## config.mk

```make
export PLATFORM = sky130hd
export DESIGN_NAME = sts_status
export DESIGN_NICKNAME = d
export VERILOG_FILES = /design/src/core/sts_pkg.sv /design/src/core/sts_status.sv /design/src/core/sts_sync.sv
export VERILOG_INCLUDE_DIRS = /design/src /design/src/core
export SDC_FILE = /design/constraint.sdc
export NUM_CORES = 1
export LEC_CHECK = 0
export BUFFER_PORTS_ARGS = -buffer_cell sky130_fd_sc_hd__buf_2
export CAP_MARGIN = 10
export CORE_MARGIN = 5
export CORE_UTILIZATION = 35
export CTS_CLUSTER_DIAMETER = 80
export DETAILED_ROUTE_END_ITERATION = 16
export PLACE_DENSITY_LB_ADDON = 0.3
export SLEW_MARGIN = 40
export SYNTH_ARGS = -nofsm -noshare
export SYNTH_HDL_FRONTEND = slang
export SYNTH_SLANG_ARGS = --single-unit
export TNS_END_PERCENT = 10
```

## constraint.sdc

```tcl
create_clock -name aclk -period 7.9 [get_ports aclk]
set_input_delay 0.395 -clock aclk [delete_from_list [all_inputs] [get_ports aclk]]
set_output_delay 0.395 -clock aclk [all_outputs]
set_load 0.1 [all_outputs]
```

## src/core/sts_cfg.svh

```systemverilog
// offsets, bit positions and reset values of the status flag block
// assumes inclusion by bare name from core/ files
`ifndef STS_CFG_SVH
`define STS_CFG_SVH
// register byte offsets
`define STS_OFF_STATUS   8'h08
`define STS_OFF_OBUF     8'h10
`define STS_OFF_IBUF     8'h14
`define STS_OFF_WIN0     8'h20
`define STS_OFF_WLAST    8'h34
`define STS_OFF_WEN      8'h38
// status bit positions
`define STS_B_RXOVF      28
`define STS_B_RXUDF      27
`define STS_B_TXOVF      26
`define STS_B_TXUDF      25
`define STS_B_SIZE       24
`define STS_B_BUSY       23
`define STS_B_UNDEF      22
`define STS_B_BUSERR     21
`define STS_B_LIM0       20
`define STS_B_LIM1       19
`define STS_B_TXRST      18
`define STS_B_RXRST      17
`define STS_B_CFGRST     16
`define STS_B_OBF        15
`define STS_B_IBF        14
`define STS_B_TXFULL     11
// reset values, masks and axi response codes
`define STS_STATUS_RST   32'h0000_0000
`define STS_W1C_MASK     32'h1FFF_0000
`define STS_WORD_RST     32'h0000_0000
`define STS_RESP_OKAY    2'h0
`define STS_RESP_SLVERR  2'h2
`endif

```

## src/core/sts_pkg.sv

```systemverilog
// types shared by the status flag block
// assumes sts_cfg.svh supplies all numeric constants
package sts_pkg;
	// fifo request strobes from the internal datapath
	typedef struct packed {
		logic rx_wr;
		logic rx_rd;
		logic tx_wr;
		logic tx_rd;
	} sts_fifo_req_t;
	// fifo fill levels
	typedef struct packed {
		logic rx_full;
		logic rx_empty;
		logic tx_full;
		logic tx_empty;
	} sts_fifo_lvl_t;
	// one address window
	typedef struct packed {
		logic [31:0] base;
		logic [31:0] wlim;
		logic [31:0] rlim;
	} sts_win_t;
	// link frame tracking, gray along idle-active-end
	typedef enum logic [1:0] {
		STS_FR_IDLE   = 2'h0,
		STS_FR_ACTIVE = 2'h1,
		STS_FR_END    = 2'h3
	} sts_frame_t;
endpackage : sts_pkg

```

## src/core/sts_status.sv

```systemverilog
// status and error flag block of an spi target, firmware view over axi4-lite
// assumes datapath strobes are on aclk; sclk, cs_n and enables are async
//
// The implementer's own choice: register access over AXI4-Lite.
`timescale 1ns/1ps
`include "sts_cfg.svh"
module sts_status #(
	parameter logic [255:0] CMD_KNOWN = 256'h0000_0000_0000_0000_0000_0000_0000_FFFF
) (
	// clock and reset
	input  wire logic                  aclk,
	input  wire logic                  aresetn,
	// axi4-lite write
	input  wire logic [7:0]            s_axi_awaddr,
	input  wire logic                  s_axi_awvalid,
	output logic                       s_axi_awready,
	input  wire logic [31:0]           s_axi_wdata,
	input  wire logic [3:0]            s_axi_wstrb,
	input  wire logic                  s_axi_wvalid,
	output logic                       s_axi_wready,
	output logic [1:0]                 s_axi_bresp,
	output logic                       s_axi_bvalid,
	input  wire logic                  s_axi_bready,
	// axi4-lite read
	input  wire logic [7:0]            s_axi_araddr,
	input  wire logic                  s_axi_arvalid,
	output logic                       s_axi_arready,
	output logic [31:0]                s_axi_rdata,
	output logic [1:0]                 s_axi_rresp,
	output logic                       s_axi_rvalid,
	input  wire logic                  s_axi_rready,
	// spi link pins
	input  wire logic                  spi_sclk,
	input  wire logic                  spi_cs_n,
	// command decoder
	input  wire logic                  cmd_valid,
	input  wire logic [7:0]            cmd_code,
	input  wire logic [15:0]           cmd_bits,
	input  wire logic                  destination_busy_in,
	output logic                       cmd_accept,
	output logic                       size_shutdown,
	// fifo datapath
	input  wire sts_pkg::sts_fifo_req_t fifo_req,
	input  wire sts_pkg::sts_fifo_lvl_t fifo_lvl,
	output sts_pkg::sts_fifo_req_t      fifo_en,
	input  wire logic [31:0]           tx_rd_din,
	output logic [31:0]                tx_rd_dout,
	input  wire logic                  tx_fifo_rst_req,
	input  wire logic                  rx_fifo_rst_req,
	// internal bus and address check
	input  wire logic                  ahb_active,
	input  wire logic                  ahb_hready,
	input  wire logic                  ahb_hresp,
	input  wire logic                  req_addr_valid,
	input  wire logic                  req_is_write,
	input  wire logic [31:0]           req_addr,
	output logic                       addr_ok,
	// configuration reset and buffers
	input  wire logic                  cfg_rst_req,
	input  wire logic                  host_ibuf_wr,
	input  wire logic [31:0]           host_ibuf_data,
	input  wire logic                  obuf_master_read,
	output logic [31:0]                obuf_data,
	// master side interrupt
	input  wire logic [31:0]           master_int_en,
	output logic                       master_side_interrupt_line
);
	import sts_pkg::*;

	// window range check: out of range or window disabled
	function automatic logic win_bad(input sts_win_t w, input logic en,
		input logic wr, input logic [31:0] a);
		logic [31:0] top;
		top = w.base + (wr ? w.wlim : w.rlim);
		win_bad = !en || (a < w.base) || (a > top);
	endfunction : win_bad

	// word select of an axi address
	function automatic logic [7:0] word_of(input logic [7:0] a);
		word_of = {a[7:2], 2'h0};
	endfunction : word_of

	// synchronised link pins and enables
	logic [33:0] sync_o;
	logic        sclk_s, csn_s, sclk_p_q, csn_p_q;
	logic [31:0] int_en_s;
	sts_sync #(.W(34)) u_sync (
		.aclk    (aclk),
		.aresetn (aresetn),
		.din     ({spi_sclk, ~spi_cs_n, master_int_en}),
		.dout    (sync_o)
	);
	assign sclk_s   = sync_o[33];
	assign csn_s    = ~sync_o[32];  // carried inverted: flop reset reads as idle high
	assign int_en_s = sync_o[31:0];
	wire sclk_rise = sclk_s && !sclk_p_q;  // link clock edge
	wire csn_fall  = !csn_s && csn_p_q;    // frame start
	wire csn_rise  = csn_s && !csn_p_q;    // frame end

	// registers
	logic [31:0] status_q;               // sticky flags 28..16
	logic        obf_q, ibf_q;           // buffer flags
	logic [31:0] obuf_q, ibuf_q;         // buffer words
	sts_win_t    win_q [2];              // address windows
	logic [1:0]  wen_q;                  // window enables
	logic        txrst_pend_q, rxrst_pend_q;
	logic [15:0] bit_cnt_q, decl_q;      // clocked vs declared bits
	sts_frame_t  fr_q;
	logic        shut_q;
	logic [31:0] txlast_q;

	// axi write and read channel state
	logic        aw_hold_q, w_hold_q, bvalid_q;
	logic [7:0]  awaddr_q;
	logic [31:0] wdata_q;
	logic [3:0]  wstrb_q;
	logic [1:0]  bresp_q;
	logic        rvalid_q;
	logic [31:0] rdata_q;
	logic [1:0]  rresp_q;

	// write decode
	wire        wr_fire  = aw_hold_q && w_hold_q && !bvalid_q;
	wire [7:0]  wa       = word_of(awaddr_q);
	wire        wr_stat  = wr_fire && (wa == `STS_OFF_STATUS);
	wire        wr_obuf  = wr_fire && (wa == `STS_OFF_OBUF);
	wire        wr_wen   = wr_fire && (wa == `STS_OFF_WEN);
	wire        wr_win   = wr_fire && (wa >= `STS_OFF_WIN0) && (wa <= `STS_OFF_WLAST);
	wire        wr_ok    = wr_stat || wr_obuf || wr_wen || wr_win
		|| (wa == `STS_OFF_IBUF);
	wire [31:0] strb_m   = {{8{wstrb_q[3]}}, {8{wstrb_q[2]}}, {8{wstrb_q[1]}},
		{8{wstrb_q[0]}}};
	wire [31:0] wmerge   = wdata_q & strb_m;
	wire [2:0]  win_idx  = 3'((wa - `STS_OFF_WIN0) >> 2);

	// read decode
	wire        rd_fire  = s_axi_arvalid && s_axi_arready;
	wire [7:0]  ra       = word_of(s_axi_araddr);
	wire        rd_ibuf  = rd_fire && (ra == `STS_OFF_IBUF);

	// event detection
	wire ev_rxovf  = fifo_req.rx_wr && fifo_lvl.rx_full;
	wire ev_rxudf  = fifo_req.rx_rd && fifo_lvl.rx_empty;
	wire ev_txovf  = fifo_req.tx_wr && fifo_lvl.tx_full;
	wire ev_txudf  = fifo_req.tx_rd && fifo_lvl.tx_empty;
	wire ev_size   = (fr_q == STS_FR_END) && (bit_cnt_q < decl_q);
	wire cmd_known = CMD_KNOWN[cmd_code];
	wire ev_busy   = cmd_valid && cmd_known && destination_busy_in;
	wire ev_undef  = cmd_valid && !cmd_known;
	wire ev_buserr = ahb_active && ahb_hready && ahb_hresp;
	wire ev_lim0   = req_addr_valid && win_bad(win_q[0], wen_q[0], req_is_write,
		req_addr);
	wire ev_lim1   = req_addr_valid && win_bad(win_q[1], wen_q[1], req_is_write,
		req_addr);
	wire ev_txrst  = txrst_pend_q && fifo_lvl.tx_empty;
	wire ev_rxrst  = rxrst_pend_q && fifo_lvl.rx_empty;

	// set vector and write-one-clear vector
	logic [31:0] set_v;
	always_comb begin
		set_v = '0;
		set_v[`STS_B_RXOVF]  = ev_rxovf;
		set_v[`STS_B_RXUDF]  = ev_rxudf;
		set_v[`STS_B_TXOVF]  = ev_txovf;
		set_v[`STS_B_TXUDF]  = ev_txudf;
		set_v[`STS_B_SIZE]   = ev_size;
		set_v[`STS_B_BUSY]   = ev_busy;
		set_v[`STS_B_UNDEF]  = ev_undef;
		set_v[`STS_B_BUSERR] = ev_buserr;
		set_v[`STS_B_LIM0]   = ev_lim0;
		set_v[`STS_B_LIM1]   = ev_lim1;
		set_v[`STS_B_TXRST]  = ev_txrst;
		set_v[`STS_B_RXRST]  = ev_rxrst;
		set_v[`STS_B_CFGRST] = cfg_rst_req;
	end
	wire [31:0] clr_v    = wr_stat ? (wmerge & `STS_W1C_MASK) : 32'h0;
	wire [31:0] status_d = ((status_q & ~clr_v) | set_v) & `STS_W1C_MASK;

	// composed status word with read-only levels
	logic [31:0] status_rd;
	always_comb begin
		status_rd = status_q;
		status_rd[`STS_B_OBF]    = obf_q;
		status_rd[`STS_B_IBF]    = ibf_q;
		status_rd[`STS_B_TXFULL] = fifo_lvl.tx_full;
	end

	// datapath handshakes: refused strobes never reach the fifo
	assign fifo_en.rx_wr = fifo_req.rx_wr && !fifo_lvl.rx_full;
	assign fifo_en.rx_rd = fifo_req.rx_rd && !fifo_lvl.rx_empty;
	assign fifo_en.tx_wr = fifo_req.tx_wr && !fifo_lvl.tx_full;
	assign fifo_en.tx_rd = fifo_req.tx_rd && !fifo_lvl.tx_empty;
	assign cmd_accept    = cmd_valid && cmd_known && !destination_busy_in;
	assign addr_ok       = req_addr_valid && !ev_lim0 && !ev_lim1;
	assign tx_rd_dout    = txlast_q;
	assign size_shutdown = shut_q;
	assign obuf_data     = obuf_q;
	assign master_side_interrupt_line = |(status_rd & int_en_s);

	// sticky flags, set wins over clear
	always_ff @(posedge aclk) begin
		if (!aresetn) status_q <= `STS_STATUS_RST;
		else          status_q <= status_d;
	end

	// buffer flags: set wins over the clearing read
	always_ff @(posedge aclk) begin
		if (!aresetn) begin
			obf_q <= 1'b0;
			ibf_q <= 1'b0;
		end else begin
			obf_q <= wr_obuf || (obf_q && !obuf_master_read);
			ibf_q <= host_ibuf_wr || (ibf_q && !rd_ibuf);
		end
	end

	// buffer words and last tx word for underflow replay
	always_ff @(posedge aclk) begin
		if (!aresetn) begin
			obuf_q   <= `STS_WORD_RST;
			ibuf_q   <= `STS_WORD_RST;
			txlast_q <= `STS_WORD_RST;
		end else begin
			if (wr_obuf)       obuf_q   <= wmerge;
			if (host_ibuf_wr)  ibuf_q   <= host_ibuf_data;
			if (fifo_en.tx_rd) txlast_q <= tx_rd_din;
		end
	end

	// window registers, one generate slice per window
	for (genvar g = 0; g < 2; g++) begin : g_win
		always_ff @(posedge aclk) begin
			if (!aresetn) begin
				win_q[g] <= '0;
			end else if (wr_win && (win_idx == 3'(3*g))) begin
				win_q[g].base <= wmerge;
			end else if (wr_win && (win_idx == 3'(3*g+1))) begin
				win_q[g].wlim <= wmerge;
			end else if (wr_win && (win_idx == 3'(3*g+2))) begin
				win_q[g].rlim <= wmerge;
			end
		end
	end
	always_ff @(posedge aclk) begin
		if (!aresetn)    wen_q <= 2'h0;
		else if (wr_wen) wen_q <= wmerge[1:0];
	end

	// fifo reset pending until the fifo reads empty
	always_ff @(posedge aclk) begin
		if (!aresetn) begin
			txrst_pend_q <= 1'b0;
			rxrst_pend_q <= 1'b0;
		end else begin
			txrst_pend_q <= tx_fifo_rst_req || (txrst_pend_q && !fifo_lvl.tx_empty);
			rxrst_pend_q <= rx_fifo_rst_req || (rxrst_pend_q && !fifo_lvl.rx_empty);
		end
	end

	// link edges and frame tracking
	always_ff @(posedge aclk) begin
		if (!aresetn) begin
			sclk_p_q <= 1'b0;
			csn_p_q  <= 1'b1;
			fr_q     <= STS_FR_IDLE;
		end else begin
			sclk_p_q <= sclk_s;
			csn_p_q  <= csn_s;
			unique case (fr_q)
				STS_FR_IDLE:   if (csn_fall) fr_q <= STS_FR_ACTIVE;
				STS_FR_ACTIVE: if (csn_rise) fr_q <= STS_FR_END;
				STS_FR_END:    fr_q <= STS_FR_IDLE;
				default:       fr_q <= STS_FR_IDLE;
			endcase
		end
	end

	// bit count saturates at the declared size, excess is ignored
	always_ff @(posedge aclk) begin
		if (!aresetn) begin
			bit_cnt_q <= 16'h0;
			decl_q    <= 16'h0;
			shut_q    <= 1'b0;
		end else begin
			if (csn_fall) bit_cnt_q <= 16'h0;
			else if (fr_q == STS_FR_ACTIVE && sclk_rise && bit_cnt_q < decl_q)
				bit_cnt_q <= bit_cnt_q + 16'h1;
			if (cmd_accept) decl_q <= cmd_bits;
			else if (fr_q == STS_FR_END) decl_q <= 16'h0;
			shut_q <= ev_size;
		end
	end

	// axi write: address and data taken in either order
	assign s_axi_awready = !aw_hold_q && !bvalid_q;
	assign s_axi_wready  = !w_hold_q && !bvalid_q;
	assign s_axi_bvalid  = bvalid_q;
	assign s_axi_bresp   = bresp_q;
	always_ff @(posedge aclk) begin
		if (!aresetn) begin
			aw_hold_q <= 1'b0;
			w_hold_q  <= 1'b0;
			bvalid_q  <= 1'b0;
			awaddr_q  <= 8'h0;
			wdata_q   <= 32'h0;
			wstrb_q   <= 4'h0;
			bresp_q   <= `STS_RESP_OKAY;
		end else begin
			if (s_axi_awvalid && s_axi_awready) begin
				aw_hold_q <= 1'b1;
				awaddr_q  <= s_axi_awaddr;
			end
			if (s_axi_wvalid && s_axi_wready) begin
				w_hold_q <= 1'b1;
				wdata_q  <= s_axi_wdata;
				wstrb_q  <= s_axi_wstrb;
			end
			if (wr_fire) begin
				aw_hold_q <= 1'b0;
				w_hold_q  <= 1'b0;
				bvalid_q  <= 1'b1;
				bresp_q   <= wr_ok ? `STS_RESP_OKAY : `STS_RESP_SLVERR;
			end else if (bvalid_q && s_axi_bready) begin
				bvalid_q <= 1'b0;
			end
		end
	end

	// axi read: one outstanding, data registered
	logic [31:0] rd_mux;
	logic        rd_hit;
	always_comb begin
		rd_hit = 1'b1;
		unique case (ra)
			`STS_OFF_STATUS: rd_mux = status_rd;
			`STS_OFF_OBUF:   rd_mux = obuf_q;
			`STS_OFF_IBUF:   rd_mux = ibuf_q;
			`STS_OFF_WEN:    rd_mux = {30'h0, wen_q};
			8'h20:           rd_mux = win_q[0].base;
			8'h24:           rd_mux = win_q[0].wlim;
			8'h28:           rd_mux = win_q[0].rlim;
			8'h2C:           rd_mux = win_q[1].base;
			8'h30:           rd_mux = win_q[1].wlim;
			`STS_OFF_WLAST:  rd_mux = win_q[1].rlim;
			default: begin
				rd_mux = 32'h0;
				rd_hit = 1'b0;
			end
		endcase
	end
	assign s_axi_arready = !rvalid_q;
	assign s_axi_rvalid  = rvalid_q;
	assign s_axi_rdata   = rdata_q;
	assign s_axi_rresp   = rresp_q;
	always_ff @(posedge aclk) begin
		if (!aresetn) begin
			rvalid_q <= 1'b0;
			rdata_q  <= 32'h0;
			rresp_q  <= `STS_RESP_OKAY;
		end else if (rd_fire) begin
			rvalid_q <= 1'b1;
			rdata_q  <= rd_mux;
			rresp_q  <= rd_hit ? `STS_RESP_OKAY : `STS_RESP_SLVERR;
		end else if (rvalid_q && s_axi_rready) begin
			rvalid_q <= 1'b0;
		end
	end
endmodule : sts_status

```

## src/core/sts_sync.sv

```systemverilog
// two-flop level synchroniser, parameterised width
// assumes inputs are levels from another clock domain or pins
`timescale 1ns/1ps
module sts_sync #(
	parameter int W = 1
) (
	// clock and reset
	input  wire logic         aclk,
	input  wire logic         aresetn,
	// asynchronous level in, synchronised level out
	input  wire logic [W-1:0] din,
	output logic      [W-1:0] dout
);
	logic [W-1:0] meta_q; // first stage, read only by second
	// two stages, reset to zero
	always_ff @(posedge aclk) begin
		if (!aresetn) begin
			meta_q <= '0;
			dout   <= '0;
		end else begin
			meta_q <= din;
			dout   <= meta_q;
		end
	end
endmodule : sts_sync

```

* After elaboration in Yosys (flattened, before gate mapping)
Memory sizes are Yosys's and may differ from the RTL's. Index checks and enable logic that the tools add are counted.
Storage, ports and cells: bits in registers 304, bits in writable memories 192, bits in read-only memories 256, output and inout bits 113, logic and storage cells 217, memories kept 2
Cells by class: add/subtract/negate cells 4, order comparisons 8, eq/ne operators 23, muxes and demuxes 48, bitwise gates (word level) 14, reductions and logical operators 91
Memory list:
- (name not given) | words 256, width 1, read ports 1, clocked after memory_dff 0, wr ports 0, RTL line sts_status.sv:147 | wire cmd_known = CMD_KNOWN[cmd_code];
- win_q | words 2, width 96, read ports 2, clocked after memory_dff 0, wr ports 2, RTL line sts_status.sv:104 | sts_win_t win_q [2];
Operators with widths (count):
- $pmux 32 s10 | 1
- $mux 32 | 8
- $add 32x32->32 | 2
- $gt 32x32->1 | 2
- $lt 32x32->1 | 2
- $logic_and 1x1->1 | 51
- $eq 6x4->1 const B | 8
- $and 29x32->32 | 1
- $and 32x32->32 | 1
- $mux 16 | 2
- $reduce_or 32->1 | 1
- $mux 1 | 31
- $and 29x29->29 | 1
- $mux 29 | 1
- $not 29->29 | 1
- $or 29x29->29 | 1
- $eq 6x3->1 const B | 4
- $logic_not 1->1 | 18
- $add 16x1->16 const B | 1
- $lt 16x16->1 | 1
- $eq 6x2->1 const B | 2
- $logic_or 1x1->1 | 12
- $reduce_or 10->1 | 1
- $lt 8x9->1 const B | 1
- other kinds (18) | 34

* Longest topological paths before layout
word-level depth 11, depth in mapped cells 23, gate-level depth less buffers 21

* By module
Synthesis repeated with hierarchy kept, for this count alone.
Second synthesis, totals: cells, all modules 2900, area, all modules 26998.4 µm²
By module, submodules not included:
- sts_status | times used 1, cells an instance 2757, area an instance 25131.6 µm², seq. area each 10410.0 µm²
- sts_sync | times used 1, cells an instance 143, area an instance 1866.8 µm², seq. area each 1361.3 µm²

* Least setup slack after synthesis
No wires, ideal clock.
kind input-to-output, start in req_is_write, end out addr_ok, arrival 7966 ps, data required time 7505 ps, setup slack -461 ps, stages 20, path through clkbuf_1 clkbuf_1 mux2_2 ha_1 clkbuf_1 a21oi_1 nand2_1 a21o_1 nor3b_1 a211oi_1 o21ai_0 o311a_1 ha_1 nand4_1 nor4_1 nand4_1 nor4_1 a311o_1 o221ai_1 nor4b_1
Between the ends: cells in the longest elaborated chain, start to end 8, elaborated cells between the ends (all ways) 14, classes of those cells add/sub (2); order compare (2); mux (2); reduce/logical (8)
Ends and longest elaborated chain:
- start: declaration | RTL line sts_status.sv:55 | input wire logic req_is_write,
- $mux 32 | RTL line sts_status.sv:74 | top = w.base + (wr ? w.wlim : w.rlim);
- $add 32x32->32 | RTL line sts_status.sv:74
- $gt 32x32->1 | RTL line sts_status.sv:75 | win_bad = !en || (a < w.base) || (a > top);
- $logic_or 1x1->1 | RTL line sts_status.sv:75
- $logic_and 1x1->1 | RTL line sts_status.sv:151 | wire ev_lim0 = req_addr_valid && win_bad(win_q[0], wen_q[0], req_is_write,
- $logic_not 1->1 | RTL line sts_status.sv:194 | assign addr_ok = req_addr_valid && !ev_lim0 && !ev_lim1;
- $logic_and 1x1->1 | RTL line sts_status.sv:194
- $logic_and 1x1->1 * | RTL line sts_status.sv:194
- end: declaration | RTL line sts_status.sv:57 | output logic addr_ok,
Mark *: on every way between the ends. The rest lies on a longest branch, timed or not.

==> results.py <==
metrics = {
    "layout": {
        "final_cells": 3910,
        "final_area_mm2": 0.0296,
        "area_growth_pct": 16.7,
        "drive_gt1_share_pct": 18.0,
        "final_common_cell": "buf_2",
        "final_core_util_pct": 41.3,
        "final_cell_mix": "buf_2, nand2_1, dfxtp_1",
        "layout.nets": 3353,
    },
    "detailed_routing": {
        "wire_per_inst_um": 22.1,
        "drcViolationCount": 0,
        "ant_nets": 0,
        "dr.first_iter.drc_count": 1774,
        "dr.pass1.iters": 9,
        "vias_per_cell": 5.35,
        "wirelength_mm": 86.5,
        "vias": 20900,
    },
    "place": {
        "place_congestion": 0.864,
        "placed_area_mm2": 0.0280,
        "dpl.cell_count": 3815,
        "place_hpwl_mm": 64.7,
        "io_buffer_count": 319,
    },
    "sta": {
        "final_max_slew_viol_count": 0,
        "fmax_ghz": 0.142,
        "setup_violations": 0,
        "period_needed_ns": 7.06,
        "finalCritPeriodShare_pct": 89.4,
        "rsz0062_at_grt": "no",
        "tightest_slew_ns": 0.893,
        "finalHoldViolCount": 0,
        "relSlewSlack_pct": 40.5,
        "tns_ns": 0,
        "skew_ns": 0.0185,
    },
    "yosys": {
        "yosysUniqueCellTypes": 78,
        "ys_seq_elements": 460,
        "syn_area_per_cell_um2": 9.56,
        "synth-seq-area-share_pct": 43.8,
        "yosysTopAreaCell": "edfxtp_1",
        "ys_warn_count": 0,
        "synth-async-reset-ratio_pct": 0,
        "syn_area_mm2": 0.0254,
        "synth.top_cell.area_share_pct": 22.7,
        "synth_edf_count": 192,
        "synthFlopType": "dfxtp_1",
        "synthTopCellsByArea": "edfxtp_1, dfxtp_1, ha_1",
        "netlist_instances": 2656,
    },
    "clock_tree": {
        "cts_tree": "yes",
        "clockBufferDepth": 3,
        "clkLatencyLatePin_ns": 0.57,
        "cts-root-buf": "clkbuf_16",
        "cts_resized": 0,
        "post_cts_buffers": 0,
        "clk_pin_slew_worst_paths_ns": 0.06,
        "cts_made_buffers": 46,
        "postCtsHoldBufs": 1,
        "clock_sinks": 460,
        "htree_num_levels": 2,
    },
    "global_route": {
        "grt_max_degree": 97,
        "grt-ovfl-total": 0,
        "grt_usage_pct": 21.1,
        "grt_pass1_vias": 20300,
        "grt_pass1_wl_mm": 128,
        "grt_antenna_before_repair": 13,
    },
    "power": {
        "p_clk_share_pct": 40.1,
        "design_power_total_mw": 5.77,
        "p_per_area_mw_per_mm2": 195,
        "p_leak_nw": 12.2,
        "peakVddDrop_uv": 164,
        "p_sw_mw": 1.55,
        "switching_share_pct": 26.9,
        "power_frac_comb_pct": 14.4,
        "p_seq_share_pct": 45.4,
        "p_int_mw": 4.22,
    },
    "worst_setup_path": {
        "critPathArrivalTime_ns": 6.67,
        "rrSetupSlack_ns": 2.02,
        "timing.rr.end": "status_q[19]$_SDFF_PN0_",
        "crit_type": "reg2out",
        "critPathLaunchType": "flop",
        "r2r_start": "win_q[1][32]$_SDFFCE_PN0P_",
        "cp-end-kind": "output port",
        "worstPathRequired_ns": 7.51,
        "rr_worst_depth": 20,
        "cp_max_fo": 4,
    },
    "floorplanning": {
        "rows": 98,
        "initial_core_util_pct": 35.4,
        "dieArea_mm2": 0.0781,
        "die_x_um": 279,
        "die_h_um": 279,
        "coreArea_mm2": 0.0717,
        "boundaryPins": 346,
    },
    "hold_path": {
        "hold_depth": 2,
        "worstHoldStart": "master_int_en[14]",
        "hold_class": "in2reg",
        "hold_end": "u_sync.meta_q[14]$_SDFF_PN0_",
    },
    "job": {
        "cap_violations": 0,
    },
    "run_status": {
        "outcome": "complete, no violations",
    },
}
## worst max-delay path by stage
stage / to / start / cells after the start / slack (ns)
after global routing: addr_ok / win_q[1][0]$_SDFFCE_PN0P_ / 20 / 0.33
after global placement: addr_ok / req_is_write / 20 / 1.00
after CTS: addr_ok / win_q[1][32]$_SDFFCE_PN0P_ / 20 / 0.80
after detailed placement: addr_ok / req_is_write / 20 / 0.93
final: addr_ok / win_q[1][32]$_SDFFCE_PN0P_ / 20 / 0.84
after floorplan: addr_ok / req_is_write / 20 / 0.92
## cell type report
type,instances,area [µm²]
clock inverter,15,234
inverter,114,428
tap,950,1190
timing repair buffer,352,1850
multi-input combinational,1940,13400
antenna,8,20.0
fill,7071,42100
sequential,460,11100
clock buffer,71,1350
## cells in the mapped netlist (5+ instances only)
library cell	count
nand2b_1	23
xnor2_1	33
xor2_1	31
a21boi_0	81
a221oi_1	23
mux2_2	76
a21o_1	72
nor2b_1	109
o211ai_1	13
and4_1	5
and3_1	11
and2_1	78
a22o_1	20
a31oi_1	10
nor3_1	15
clkbuf_1	134
nand2_1	268
nor4_1	6
a211oi_1	8
nor2_1	259
o21bai_1	9
inv_1	114
edfxtp_1	192
o21ai_0	99
o31ai_1	9
a222oi_1	31
or3_1	8
ha_1	204
mux2i_1	46
o211a_1	5
buf_1	6
o21a_1	16
nand4_1	35
or4_1	5
nand3_1	70
a22oi_1	95
dfxtp_1	268
a21oi_1	99
## kinds of logic after synthesis
| logic type | synth area share (%) |
|---|---|
| simple gates | 17.1 |
| buf+inv | 3.85 |
| compound gates | 17.6 |
| mux | 5.18 |
| flops | 43.8 |
| xor+xnor | 2.21 |
| fa+ha+maj | 10.2 |
| other cells | 0.0148 |
## worst max-delay path, stage by stage (launching register included)
cell      delay [ns]
edfxtp_1        0.47
mux2_2          0.32
ha_1            0.21
inv_1           0.07
fa_1            0.20
nand2b_1        0.14
a21oi_1         0.11
o211ai_1        0.31
nand3_1         0.23
a211oi_1        0.49
o21ai_0         0.35
o311a_1         0.42
ha_1            0.28
nand4_1         0.16
nor4_1          0.50
nand4_1         0.19
nor4_1          0.42
a311o_1         0.19
o221ai_1        0.14
nor4b_2         0.39
buf_2           0.50
## layer usage
| metal | up-vias | global-route usage [%] | routed length [µm] |
|---|---|---|---|
| met5 | - | 0 | 81 |
| met4 | 10 | 6.94 | 3050 |
| met3 | 133 | 5.00 | 7680 |
| met2 | 835 | 33.5 | 38900 |
| met1 | 9817 | 28.6 | 36800 |
| li1 | 10100 | - | - |
## stage by stage
step	hold slack, ns	setup WS [ns]
floorplan	0.385	0.920
global route	0.0272	0.331
CTS	0.00381	0.802
global placement	0.402	1.00
finish	0.0318	0.837
detailed placement	0.409	0.929
## sequential cells by signal, summed over array words and instances (netlist names), 13 cells and up
name           cells
u_sync.meta_q     18
s_axi_rdata       32
tx_rd_dout        32
decl_q            16
u_sync.dout       18
obuf_data         32
wdata_q           32
status_q          13
ibuf_q            32
win_q            192
bit_cnt_q         16
## power groups by stage
stage | clock network (mW) | logic, mW | registers [mW]
6_report | 2.32 | 0.833 | 2.62
3_3_place_gp | 0 | 0.826 | 2.67
2_1_floorplan | 0 | 0.523 | 2.71
4_1_cts | 2.35 | 0.837 | 2.62
3_5_place_dp | 0 | 0.833 | 2.67
5_1_grt | 2.45 | 0.923 | 2.63
Power figures use the tool's default switching activity.
